$ cat src/inc/crf_consts.vh
// Constants for the CPU core register file: widths, selectors, flag bits, resets.
// Assumes inclusion by bare name from the rtl files; definitions only.
`ifndef CRF_CONSTS_VH
`define CRF_CONSTS_VH

// Storage widths
`define CRF_WORD_W 16
`define CRF_ADDR20_W 20
`define CRF_FLAG_W 11

// Bank-switched register indices (per bank, 6 words)
`define CRF_IDX_D0 3'h0
`define CRF_IDX_D1 3'h1
`define CRF_IDX_D2 3'h2
`define CRF_IDX_D3 3'h3
`define CRF_IDX_A0 3'h4
`define CRF_IDX_A1 3'h5
// Words per bank; bank one starts this far above bank zero
`define CRF_BANK_WORDS 4'h6

// Access size codes
`define CRF_SZ_BYTE 2'h0
`define CRF_SZ_WORD 2'h1
`define CRF_SZ_LONG 2'h2

// Selector codes for the banked-access port
`define CRF_SEL_D0 4'h0
`define CRF_SEL_D1 4'h1
`define CRF_SEL_D2 4'h2
`define CRF_SEL_D3 4'h3
`define CRF_SEL_A0 4'h4
`define CRF_SEL_A1 4'h5
`define CRF_SEL_D0_LO 4'h6
`define CRF_SEL_D0_HI 4'h7
`define CRF_SEL_D1_LO 4'h8
`define CRF_SEL_D1_HI 4'h9
`define CRF_SEL_PAIR_EVEN 4'ha
`define CRF_SEL_PAIR_ODD 4'hb
`define CRF_SEL_ADDR_PAIR 4'hc

// Flag word bit positions
`define CRF_FLG_BANK 4
`define CRF_FLG_STACK 7

// Reset values
`define CRF_RST_WORD 16'h0000
`define CRF_RST_ADDR20 20'h00000
`define CRF_RST_FLAG 11'h000

`endif

$ cat src/rtl/crf_bank_mem.v
// Banked storage for the data and address registers, two banks of six words.
// Assumes one clock, synchronous byte-enabled writes, three registered reads.
`timescale 1ns/1ps
`include "crf_consts.vh"

module crf_bank_mem #(
   parameter WIDTH = 16,
   parameter DEPTH = 12,
   parameter AW = 4
) (
   // Clock and reset
   input wire clk_i,
   input wire rst_n_i,
   // Write port
   input wire wr_en_i,
   input wire [AW-1:0] wr_addr_i,
   input wire [1:0] wr_be_i,
   input wire [WIDTH-1:0] wr_data_i,
   // Read ports
   input wire [AW-1:0] rd_a_addr_i,
   input wire [AW-1:0] rd_b_addr_i,
   input wire [AW-1:0] rd_c_addr_i,
   output reg [WIDTH-1:0] rd_a_data_o,
   output reg [WIDTH-1:0] rd_b_data_o,
   output reg [WIDTH-1:0] rd_c_data_o
);

   // Register storage
   reg [WIDTH-1:0] mem_q [0:DEPTH-1];
   integer i;

   // Byte-lane writes, untouched lane keeps its value
   always @(posedge clk_i or negedge rst_n_i) begin
      if (!rst_n_i) begin
         for (i = 0; i < DEPTH; i = i + 1) begin
            mem_q[i] <= `CRF_RST_WORD;
         end
      end else if (wr_en_i) begin
         if (wr_be_i[0]) begin
            mem_q[wr_addr_i][7:0] <= wr_data_i[7:0];
         end
         if (wr_be_i[1]) begin
            mem_q[wr_addr_i][WIDTH-1:8] <= wr_data_i[WIDTH-1:8];
         end
      end
   end

   // Registered read data
   always @(posedge clk_i or negedge rst_n_i) begin
      if (!rst_n_i) begin
         rd_a_data_o <= `CRF_RST_WORD;
         rd_b_data_o <= `CRF_RST_WORD;
         rd_c_data_o <= `CRF_RST_WORD;
      end else begin
         rd_a_data_o <= mem_q[rd_a_addr_i];
         rd_b_data_o <= mem_q[rd_b_addr_i];
         rd_c_data_o <= mem_q[rd_c_addr_i];
      end
   end

endmodule

$ cat src/rtl/crf_core_regs.v
// CPU core register file: banked data/address registers and dedicated registers.
// Assumes execution logic on the same clock; read data appear one cycle after select.
`timescale 1ns/1ps
`include "crf_consts.vh"

module crf_core_regs #(
   parameter WORD_W = 16,
   parameter PTR_W = 20,
   parameter FLAG_W = 11
) (
   // Clock and reset
   input wire ref_clk_i,
   input wire rst_n_i,
   // Banked register write
   input wire gpr_wr_en_i,
   input wire [3:0] gpr_wr_sel_i,
   input wire [2*WORD_W-1:0] gpr_wr_data_i,
   // Banked register read
   input wire [3:0] gpr_rd_sel_i,
   output reg [2*WORD_W-1:0] gpr_rd_data_o,
   // Frame base and static base
   input wire frame_base_wr_i,
   input wire static_base_wr_i,
   input wire [WORD_W-1:0] base_wr_data_i,
   output reg [WORD_W-1:0] frame_base_o,
   output reg [WORD_W-1:0] static_base_o,
   // Vector table base and next instruction pointer
   input wire vector_table_base_wr_i,
   input wire [PTR_W-1:0] vector_table_base_data_i,
   output reg [PTR_W-1:0] vector_table_base_o,
   input wire next_instr_pointer_wr_i,
   input wire [PTR_W-1:0] next_instr_pointer_data_i,
   output reg [PTR_W-1:0] next_instr_pointer_o,
   // Stack pointers
   input wire user_stack_pointer_wr_i,
   input wire interrupt_stack_pointer_wr_i,
   input wire active_sp_wr_i,
   input wire [WORD_W-1:0] sp_wr_data_i,
   output reg [WORD_W-1:0] user_stack_pointer_o,
   output reg [WORD_W-1:0] interrupt_stack_pointer_o,
   output wire [WORD_W-1:0] active_sp_o,
   // Flag word
   input wire cpu_flag_word_wr_i,
   input wire [FLAG_W-1:0] cpu_flag_word_data_i,
   output reg [FLAG_W-1:0] cpu_flag_word_o
);

   // Reset synchroniser
   reg rst_meta_q;
   reg rst_sync_q;
   wire rst_n;

   always @(posedge ref_clk_i or negedge rst_n_i) begin
      if (!rst_n_i) begin
         rst_meta_q <= 1'b0;
         rst_sync_q <= 1'b0;
      end else begin
         rst_meta_q <= 1'b1;
         rst_sync_q <= rst_meta_q;
      end
   end
   assign rst_n = rst_sync_q;

   // Physical index: bank one sits six words above bank zero, keeping all twelve in range
   function [3:0] phys_idx;
      input bank;
      input [2:0] idx;
      begin
         phys_idx = bank ? ({1'b0, idx} + `CRF_BANK_WORDS) : {1'b0, idx};
      end
   endfunction

   // Map selector to in-bank word index of the low half
   function [2:0] sel_idx;
      input [3:0] sel;
      begin
         case (sel)
            `CRF_SEL_D1, `CRF_SEL_D1_LO, `CRF_SEL_D1_HI: sel_idx = `CRF_IDX_D1;
            `CRF_SEL_D2: sel_idx = `CRF_IDX_D2;
            `CRF_SEL_D3: sel_idx = `CRF_IDX_D3;
            `CRF_SEL_A0, `CRF_SEL_ADDR_PAIR: sel_idx = `CRF_IDX_A0;
            `CRF_SEL_A1: sel_idx = `CRF_IDX_A1;
            `CRF_SEL_PAIR_ODD: sel_idx = `CRF_IDX_D1;
            default: sel_idx = `CRF_IDX_D0;
         endcase
      end
   endfunction

   // Upper-half partner index for the 32-bit views
   function [2:0] pair_hi_idx;
      input [3:0] sel;
      begin
         case (sel)
            `CRF_SEL_PAIR_EVEN: pair_hi_idx = `CRF_IDX_D2;
            `CRF_SEL_PAIR_ODD: pair_hi_idx = `CRF_IDX_D3;
            `CRF_SEL_ADDR_PAIR: pair_hi_idx = `CRF_IDX_A1;
            default: pair_hi_idx = `CRF_IDX_D0;
         endcase
      end
   endfunction

   // True for 32-bit paired selectors
   function is_pair;
      input [3:0] sel;
      begin
         is_pair = (sel == `CRF_SEL_PAIR_EVEN) || (sel == `CRF_SEL_PAIR_ODD) ||
                   (sel == `CRF_SEL_ADDR_PAIR);
      end
   endfunction

   // True for byte selectors of the first two data registers
   function is_byte;
      input [3:0] sel;
      begin
         is_byte = (sel >= `CRF_SEL_D0_LO) && (sel <= `CRF_SEL_D1_HI);
      end
   endfunction

   // Byte selector addresses upper byte
   function is_hi_byte;
      input [3:0] sel;
      begin
         is_hi_byte = (sel == `CRF_SEL_D0_HI) || (sel == `CRF_SEL_D1_HI);
      end
   endfunction

   wire bank = cpu_flag_word_o[`CRF_FLG_BANK];
   wire use_isp = cpu_flag_word_o[`CRF_FLG_STACK];

   // Write steering for the banked storage (32-bit writes take two cycles)
   reg wr_hi_pend_q; // Upper word of a pair write still to go
   reg [3:0] wr_hi_addr_q; // Its physical index
   reg [WORD_W-1:0] wr_hi_data_q; // Its data
   reg mem_wr_en;
   reg [3:0] mem_wr_addr;
   reg [1:0] mem_wr_be;
   reg [WORD_W-1:0] mem_wr_data;

   // Select write target, lanes and data
   always @* begin
      mem_wr_en = 1'b0;
      mem_wr_addr = 4'h0;
      mem_wr_be = 2'h3;
      mem_wr_data = gpr_wr_data_i[WORD_W-1:0];
      if (wr_hi_pend_q) begin
         // Finish the upper half of a pair write
         mem_wr_en = 1'b1;
         mem_wr_addr = wr_hi_addr_q;
         mem_wr_data = wr_hi_data_q;
      end else if (gpr_wr_en_i) begin
         mem_wr_en = 1'b1;
         mem_wr_addr = phys_idx(bank, sel_idx(gpr_wr_sel_i));
         if (is_byte(gpr_wr_sel_i)) begin
            // Single lane, other byte untouched
            mem_wr_be = is_hi_byte(gpr_wr_sel_i) ? 2'h2 : 2'h1;
            mem_wr_data = {gpr_wr_data_i[7:0], gpr_wr_data_i[7:0]};
         end
      end
   end

   // Latch upper half of a 32-bit write
   always @(posedge ref_clk_i or negedge rst_n) begin
      if (!rst_n) begin
         wr_hi_pend_q <= 1'b0;
         wr_hi_addr_q <= 4'h0;
         wr_hi_data_q <= `CRF_RST_WORD;
      end else if (!wr_hi_pend_q && gpr_wr_en_i && is_pair(gpr_wr_sel_i)) begin
         wr_hi_pend_q <= 1'b1;
         wr_hi_addr_q <= phys_idx(bank, pair_hi_idx(gpr_wr_sel_i));
         wr_hi_data_q <= gpr_wr_data_i[2*WORD_W-1:WORD_W];
      end else begin
         wr_hi_pend_q <= 1'b0;
      end
   end

   // Read selection delayed to line up with registered memory data
   reg [3:0] rd_sel_q;
   wire [WORD_W-1:0] rd_lo_data;
   wire [WORD_W-1:0] rd_hi_data;

   always @(posedge ref_clk_i or negedge rst_n) begin
      if (!rst_n) begin
         rd_sel_q <= `CRF_SEL_D0;
      end else begin
         rd_sel_q <= gpr_rd_sel_i;
      end
   end

   // Storage for both banks
   crf_bank_mem #(
      .WIDTH(WORD_W),
      .DEPTH(12),
      .AW(4)
   ) u_bank_mem (
      .clk_i(ref_clk_i),
      .rst_n_i(rst_n),
      .wr_en_i(mem_wr_en),
      .wr_addr_i(mem_wr_addr),
      .wr_be_i(mem_wr_be),
      .wr_data_i(mem_wr_data),
      .rd_a_addr_i(phys_idx(bank, sel_idx(gpr_rd_sel_i))),
      .rd_b_addr_i(phys_idx(bank, pair_hi_idx(gpr_rd_sel_i))),
      .rd_c_addr_i(4'h0),
      .rd_a_data_o(rd_lo_data),
      .rd_b_data_o(rd_hi_data),
      .rd_c_data_o()
   );

   // Shape read data to the view requested
   always @* begin
      if (is_pair(rd_sel_q)) begin
         gpr_rd_data_o = {rd_hi_data, rd_lo_data};
      end else if (is_byte(rd_sel_q)) begin
         gpr_rd_data_o = {24'h000000, is_hi_byte(rd_sel_q) ? rd_lo_data[15:8]
                                                             : rd_lo_data[7:0]};
      end else begin
         gpr_rd_data_o = {16'h0000, rd_lo_data};
      end
   end

   // Dedicated registers
   always @(posedge ref_clk_i or negedge rst_n) begin
      if (!rst_n) begin
         frame_base_o <= `CRF_RST_WORD;
         static_base_o <= `CRF_RST_WORD;
         vector_table_base_o <= `CRF_RST_ADDR20;
         next_instr_pointer_o <= `CRF_RST_ADDR20;
         cpu_flag_word_o <= `CRF_RST_FLAG;
      end else begin
         if (frame_base_wr_i) begin
            frame_base_o <= base_wr_data_i;
         end
         if (static_base_wr_i) begin
            static_base_o <= base_wr_data_i;
         end
         if (vector_table_base_wr_i) begin
            vector_table_base_o <= vector_table_base_data_i;
         end
         if (next_instr_pointer_wr_i) begin
            next_instr_pointer_o <= next_instr_pointer_data_i;
         end
         if (cpu_flag_word_wr_i) begin
            cpu_flag_word_o <= cpu_flag_word_data_i;
         end
      end
   end

   // Stack pointers; active-pointer write goes to the flagged one
   always @(posedge ref_clk_i or negedge rst_n) begin
      if (!rst_n) begin
         user_stack_pointer_o <= `CRF_RST_WORD;
         interrupt_stack_pointer_o <= `CRF_RST_WORD;
      end else begin
         if (user_stack_pointer_wr_i || (active_sp_wr_i && !use_isp)) begin
            user_stack_pointer_o <= sp_wr_data_i;
         end
         if (interrupt_stack_pointer_wr_i || (active_sp_wr_i && use_isp)) begin
            interrupt_stack_pointer_o <= sp_wr_data_i;
         end
      end
   end

   // Active stack pointer view
   assign active_sp_o = use_isp ? interrupt_stack_pointer_o : user_stack_pointer_o;

endmodule

$ cat config.mk
export PLATFORM = sky130hd
export DESIGN_NAME = crf_core_regs
export DESIGN_NICKNAME = d
export VERILOG_FILES = /design/src/rtl/crf_bank_mem.v /design/src/rtl/crf_core_regs.v
export VERILOG_INCLUDE_DIRS = /design/src /design/src/inc
export SDC_FILE = /design/constraint.sdc
export NUM_CORES = 1
export LEC_CHECK = 0
export BUFFER_PORTS_ARGS = -buffer_cell sky130_fd_sc_hd__buf_2
export CORE_MARGIN = 2
export CORE_UTILIZATION = 35
export DETAILED_ROUTE_END_ITERATION = 7
export SYNTH_ARGS = -nofsm -noshare
export SYNTH_HDL_FRONTEND = slang
export SYNTH_SLANG_ARGS = --single-unit
export TNS_END_PERCENT = 1
$ cat constraint.sdc
create_clock -name ref_clk_i -period 12.84 [get_ports ref_clk_i]
set_input_delay 1.284 -clock ref_clk_i [delete_from_list [all_inputs] [get_ports ref_clk_i]]
set_output_delay 1.284 -clock ref_clk_i [all_outputs]
set_load 0.01 [all_outputs]
==> After elaboration in Yosys (flattened, before gate mapping) <==
Memory sizes are Yosys's and may differ from the RTL's.
Cells that the tools add are included.
W data, S select, Z words.
{ "word_totals": {"register_bits": 366, "romBits": 96, "out_inout_bits": 163, "n_memories": 2} }
{ "op_classes": {"add_sub_neg": 4, "order_cmp": 8, "n_eq_ne": 13, "muxes": 40, "bitwise_logic": 3, "reduce_logical": 17} }
{ "memory_table": {"columns": ["memory", "words", "width", "read_ports", "rd_clocked_by_memory_dff", "wr", "line", "text"], "rows": [
  ["(no name shown)", 16, 3, 1, 0, 0, "crf_core_regs.v:77", "case (sel)"],
  ["(no name shown)", 16, 3, 1, 0, 0, "crf_core_regs.v:77", null]
]} }
{ "op_table": {"columns": ["operator", "count"], "rows": [
  ["$mux W192", 3],
  ["$bwmux W192", 2],
  ["$mux W16", 10],
  ["$bmux W16 S4", 2],
  ["$demux W16 S4", 2],
  ["$eq A4 B4 Y1 const B", 11],
  ["$mux W32", 1],
  ["$mux W4", 6],
  ["$pmux W3 S3", 2],
  ["$add A3 B3 Y4 const B", 4],
  ["$mux W8", 2],
  ["$ge A5 B5 Y1 const B", 3],
  ["$not A4 Y5", 3],
  ["$mux W3", 3],
  ["$eq A4 B3 Y1 const B", 2],
  ["$ge A4 B3 Y1 const B", 2],
  ["$le A4 B4 Y1 const B", 2],
  ["$logic_or A1 B1 Y1", 8],
  ["$mux W2", 4],
  ["$logic_and A1 B1 Y1", 7],
  ["$lt A5 B1 Y1 const B", 1],
  ["$mux W1", 3],
  ["$logic_not A1 Y1", 2]
]} }

==> Depth between registers and ports, before layout <==
An unclocked memory read counts as a cell.
{ "depth": {"depth_word": 17, "depth_mapped": 12} }

==> Hierarchy <==
A second synthesis with hierarchy kept.
{ "unflattened": {"hier_cells": 1389, "area_unflattened_um2": 19640.1} }
{ "by_module_without_submodules": {"columns": ["module", "n_inst", "cells_each", "area_per_inst_um2", "seq_area_each_um2"], "rows": [
  ["crf_bank_mem", 1, 947, 13260.2, 6005.8],
  ["crf_core_regs", 1, 442, 6379.9, 3553.4]
]} }

==> Worst setup path before layout <==
Ideal clock, no wire load.
{ "synth_path": {"kind": "input -> register", "from": "input port gpr_rd_sel_i[1]", "to": "register u_bank_mem.rd_b_data_o[2]", "arrival_time_ns": 3.913, "required_time_ns": 12.745, "path_slack_ns": 8.832, "cell_stages": 12, "path_buffers": 3, "path_cell_list": "buf_2 clkbuf_1 nor3_1 inv_1 ha_1 and2_1 mux2i_1 clkbuf_1 a21oi_1 o21ai_0 a21oi_1 o31ai_1"} }
{ "synth_between": {"elab_chain_len": 8, "word_cells_on_any_way": 10, "classes_between": "add/sub (1); eq/ne (3); mux (5); bitwise (1)"} }
{ "synth_rtl": {"columns": ["element", "line", "text"], "rows": [
  ["start, declared", "crf_core_regs.v:19", "input wire [3:0] gpr_rd_sel_i,"],
  ["$eq A4 B4 Y1", "crf_core_regs.v:93", "case (sel)"],
  ["$pmux W3 S3 *", "crf_core_regs.v:93", null],
  ["$add A3 B3 Y4 (no source line)", null, null],
  ["$mux W4 *", "crf_core_regs.v:69", "phys_idx = bank ? ({1'b0, idx} + `CRF_BANK_WORDS) : {1'b0, idx};"],
  ["$not A4 Y5 (not written as such) *", "crf_bank_mem.v:56", "rd_b_data_o <= mem_q[rd_b_addr_i];"],
  ["$bmux W16 S4 *", "crf_bank_mem.v:56", null],
  ["$mux W16 (not written as such) * (2 in a row)", "crf_bank_mem.v:56", null],
  ["end signal, assigned", "crf_bank_mem.v:52", "rd_b_data_o <= `CRF_RST_WORD;"],
  ["end signal, assigned", "crf_bank_mem.v:56", null],
  ["end, declared", "crf_bank_mem.v:24", "output reg [WIDTH-1:0] rd_b_data_o,"]
]} }
Every way passes the cells marked *; elsewhere a longest branch is shown, timed or not. The select of a mux whose other input is x is not followed.
A chain may end at the register's enable or synchronous reset.

==> Worst setup path after layout <==
{ "layout_path": {"from": "input port gpr_rd_sel_i[3]", "to": "register u_bank_mem.rd_b_data_o[12]"} }
The elaborated chain is that of the path after synthesis.

==> flow_metrics.env <==
export IMPL_ioPinCount=297
export IMPL_p_sw_frac=0.327
export IMPL_synth_compound_area_share=0.132
export IMPL_dieArea_sq_um=57100
export IMPL_ir_drop_mv=0.118
export IMPL_arrival_ps=5230
export IMPL_die_y_microns=239
export IMPL_syn_inst=1841
export IMPL_cts_sinks=366
export IMPL_synth_async_sr_flop_share=1.00
export IMPL_port_buffers=296
export IMPL_crit_fanout=24
export IMPL_p_total_mw=4.01
export IMPL_grt_start_max_net_pins=178
export IMPL_synth_most_common_cell="dfrtp_1"
export IMPL_yosysWarnings=0
export IMPL_synth_simple_area_share=0.130
export IMPL_yosys_top_cells_count="dfrtp_1, mux2_2, nand2_1, o21ai_0, clkbuf_1"
export IMPL_synthTopCellsByArea="dfrtp_1, mux2_2, nand2_1, o21ai_0, a21oi_1"
export IMPL_max_freq_mhz=209
export IMPL_grtUsageTotal=0.233
export IMPL_cts_tree="done"
export IMPL_synth_seq_cells=366
export IMPL_clkLatencyLatePin_ps=590
export IMPL_worstMarginPinSlew_ps=1450
export IMPL_power_share_clock=0.323
export IMPL_cts_buffers=42
export IMPL_synth_xor_xnor_area_share=0.00441
export IMPL_hold_viol=0
export IMPL_rr_worst_depth=6
export IMPL_p_leak_nw=10.2
export IMPL_grt_pass1_vias=16029
export IMPL_p_seq_frac=0.441
export IMPL_post_route_util=0.419
export IMPL_cts_resized=0
export IMPL_synth_cell_types=70
export IMPL_root_buffer="clkbuf_16"
export IMPL_fin_skew_ps=20.4
export IMPL_relSlewSlack=0.0312
export IMPL_cp_required_ps=13280
export IMPL_drt_first_pass_iters=5
export IMPL_path_class="input port to flop"
export IMPL_drtIter0Drc=1356
export IMPL_syn_avg_cell_area_sq_um=10.5
export IMPL_crit_path_end="u_bank_mem.rd_b_data_o[12]"
export IMPL_setup_viol=0
export IMPL_cp_end_kind="flop"
export IMPL_dp_hpwl_microns=46400
export IMPL_synth_top_area_frac=0.474
export IMPL_synth_mux_area_frac=0.223
export IMPL_die_w_microns=239
export IMPL_period_share=0.373
export IMPL_ant_nets=0
export IMPL_hold_slack_ps=353
export IMPL_post_place_ws_ps=7610
export IMPL_timing_rr_start="wr_hi_pend_q"
export IMPL_area_growth_pct=19.0
export IMPL_synth_adder_area_share=0.00259
export IMPL_initial_utilization=0.352
export IMPL_via_per_inst=5.72
export IMPL_htreeDepth=2
export IMPL_syn_nets=1979
export IMPL_critPathLaunch="gpr_rd_sel_i[3]"
export IMPL_synth_edf_count=0
export IMPL_syn_area_sq_um=19300
export IMPL_fin_nets=2212
export IMPL_tns_ps=0
export IMPL_coreArea_sq_um=54800
export IMPL_final_cell_area_sq_um=23000
export IMPL_wl_per_cell_microns=23.8
export IMPL_min_period_ps=4790
export IMPL_drv_slew=0
export IMPL_layout_setup_ws_ps=8050
export IMPL_cts_clk_slew_worst_paths_ps=60
export IMPL_gp_congestion=0.932
export IMPL_rsz0062_at_grt="false"
export IMPL_rows=86
export IMPL_ys_flop_type="dfrtp_1"
export IMPL_synth_largest_area_cell="dfrtp_1"
export IMPL_intPower_mw=2.70
export IMPL_holdCritPathClass="flop to flop"
export IMPL_vias=16082
export IMPL_antenna_found_initial=7
export IMPL_placed_cells_incl_taps=2734
export IMPL_ys_seq_area_frac=0.474
export IMPL_post_cts_buffers=0
export IMPL_r2r_setup_slack_ps=9050
export IMPL_drc_errors=0
export IMPL_start_kind="input port"
export IMPL_ctsHoldBuffers=0
export IMPL_grt_pass1_wl_microns=102000
export IMPL_switchingPower_mw=1.31
export IMPL_drive_gt1_frac=0.373
export IMPL_r2r_end="u_bank_mem.mem_q[132]"
export IMPL_max_cap_violations=0
export IMPL_outcome="complete, no violations"
export IMPL_postPlaceCellArea_sq_um=21500
export IMPL_grt_overflow=0
export IMPL_routed_wl_microns=66800
export IMPL_synth_top_family_by_area="multiplexers"
export IMPL_clock_path_buffers=3
export IMPL_p_comb_frac=0.236
export IMPL_layout_cells_non_filler=2811
export IMPL_power_density_nw_per_um2=175
## flip-flops by register name (all words and copies together) (netlist names)
name,flops
rst_meta_q,1
u_bank_mem.rd_a_data_o,16
cpu_flag_word_o,11
rst_n,1
interrupt_stack_pointer_o,16
vector_table_base_o,20
wr_hi_addr_q,4
u_bank_mem.rd_b_data_o,16
next_instr_pointer_o,20
frame_base_o,16
wr_hi_pend_q,1
wr_hi_data_q,16
user_stack_pointer_o,16
u_bank_mem.mem_q,192
static_base_o,16
rd_sel_q,4
## placed cells by master, fill, tap and decap left out, types with 7 or more instances in the layout
| master | n |
|---|---|
| and2_1 | 31 |
| nor2_2 | 7 |
| o22ai_1 | 17 |
| clkbuf_16 | 42 |
| nor3b_1 | 16 |
| nor2b_1 | 39 |
| o21ai_0 | 124 |
| nand3_1 | 58 |
| o211ai_1 | 17 |
| buf_4 | 35 |
| nor2_1 | 103 |
| nand2b_1 | 8 |
| a32oi_1 | 11 |
| a22o_1 | 18 |
| o31ai_1 | 15 |
| a221oi_1 | 14 |
| inv_1 | 22 |
| mux2_2 | 343 |
| buf_2 | 295 |
| dfrtp_1 | 364 |
| clkbuf_8 | 8 |
| mux2i_1 | 22 |
| mux2_1 | 11 |
| nand2_1 | 200 |
| o32ai_1 | 13 |
| o221ai_1 | 15 |
| and3_1 | 27 |
| a21boi_0 | 15 |
| a21oi_1 | 109 |
## power groups by stage
stage          logic (mW)  clock network [mW]  registers [mW]
2_1_floorplan       0.648                   0            1.67
3_3_place_gp        0.915                   0            1.77
3_5_place_dp        0.944                   0            1.77
4_1_cts             0.948                1.32            1.76
5_1_grt              1.04                1.36            1.80
6_report            0.948                1.29            1.77
## final cells by class
class	count	area (sq um)
Fill cell	5159	31800
Multi-Input combinational cell	1310	9590
Sequential cell	366	9160
Tap cell	704	881
Timing Repair Buffer	331	1760
Antenna cell	1	2.50
Inverter	23	86.3
Clock inverter	20	308
Clock buffer	56	1180
## worst min path at each step
| stage | end | start | depth (start not counted) | slack [ps] |
|---|---|---|---|---|
| CTS | rst_n | rst_meta_q | 0 | 360 |
| detailed placement | rst_n | rst_meta_q | 0 | 340 |
| floorplan | rst_n | rst_meta_q | 0 | 330 |
| global placement | rst_n | rst_meta_q | 0 | 340 |
| finish | rst_n | rst_meta_q | 0 | 350 |
| global route | rst_n | rst_meta_q | 0 | 370 |
## routing by layer
metal	vias up	wire length [microns]	global-route usage
met2	836	30600	0.363
met1	8033	28300	0.321
li1	7070	-	-
met3	133	6010	0.0527
met4	10	1810	0.0756
met5	-	63	0
## worst max-delay path, cell delays in order
cell and delay [ps]:
buf_2 420, nand2_1 660, nor3_2 310, inv_1 210, ha_1 450, nand2b_1 200
nor2_1 1110, nand3_1 150, nand3_1 260, o31ai_1 150
## cell families (layout without fill, tap and decap cells)
group	Yosys count	in the layout
DFF	366	366
buffers and inverters	165	430
adders and majority gates	4	4
other	1	2
and+or+nand+nor	517	517
AOI/OAI and AO/OA	400	400
xor gates and xnor gates	8	8
muxes	380	380
Note: power is estimated with default switching activity, not from simulation.
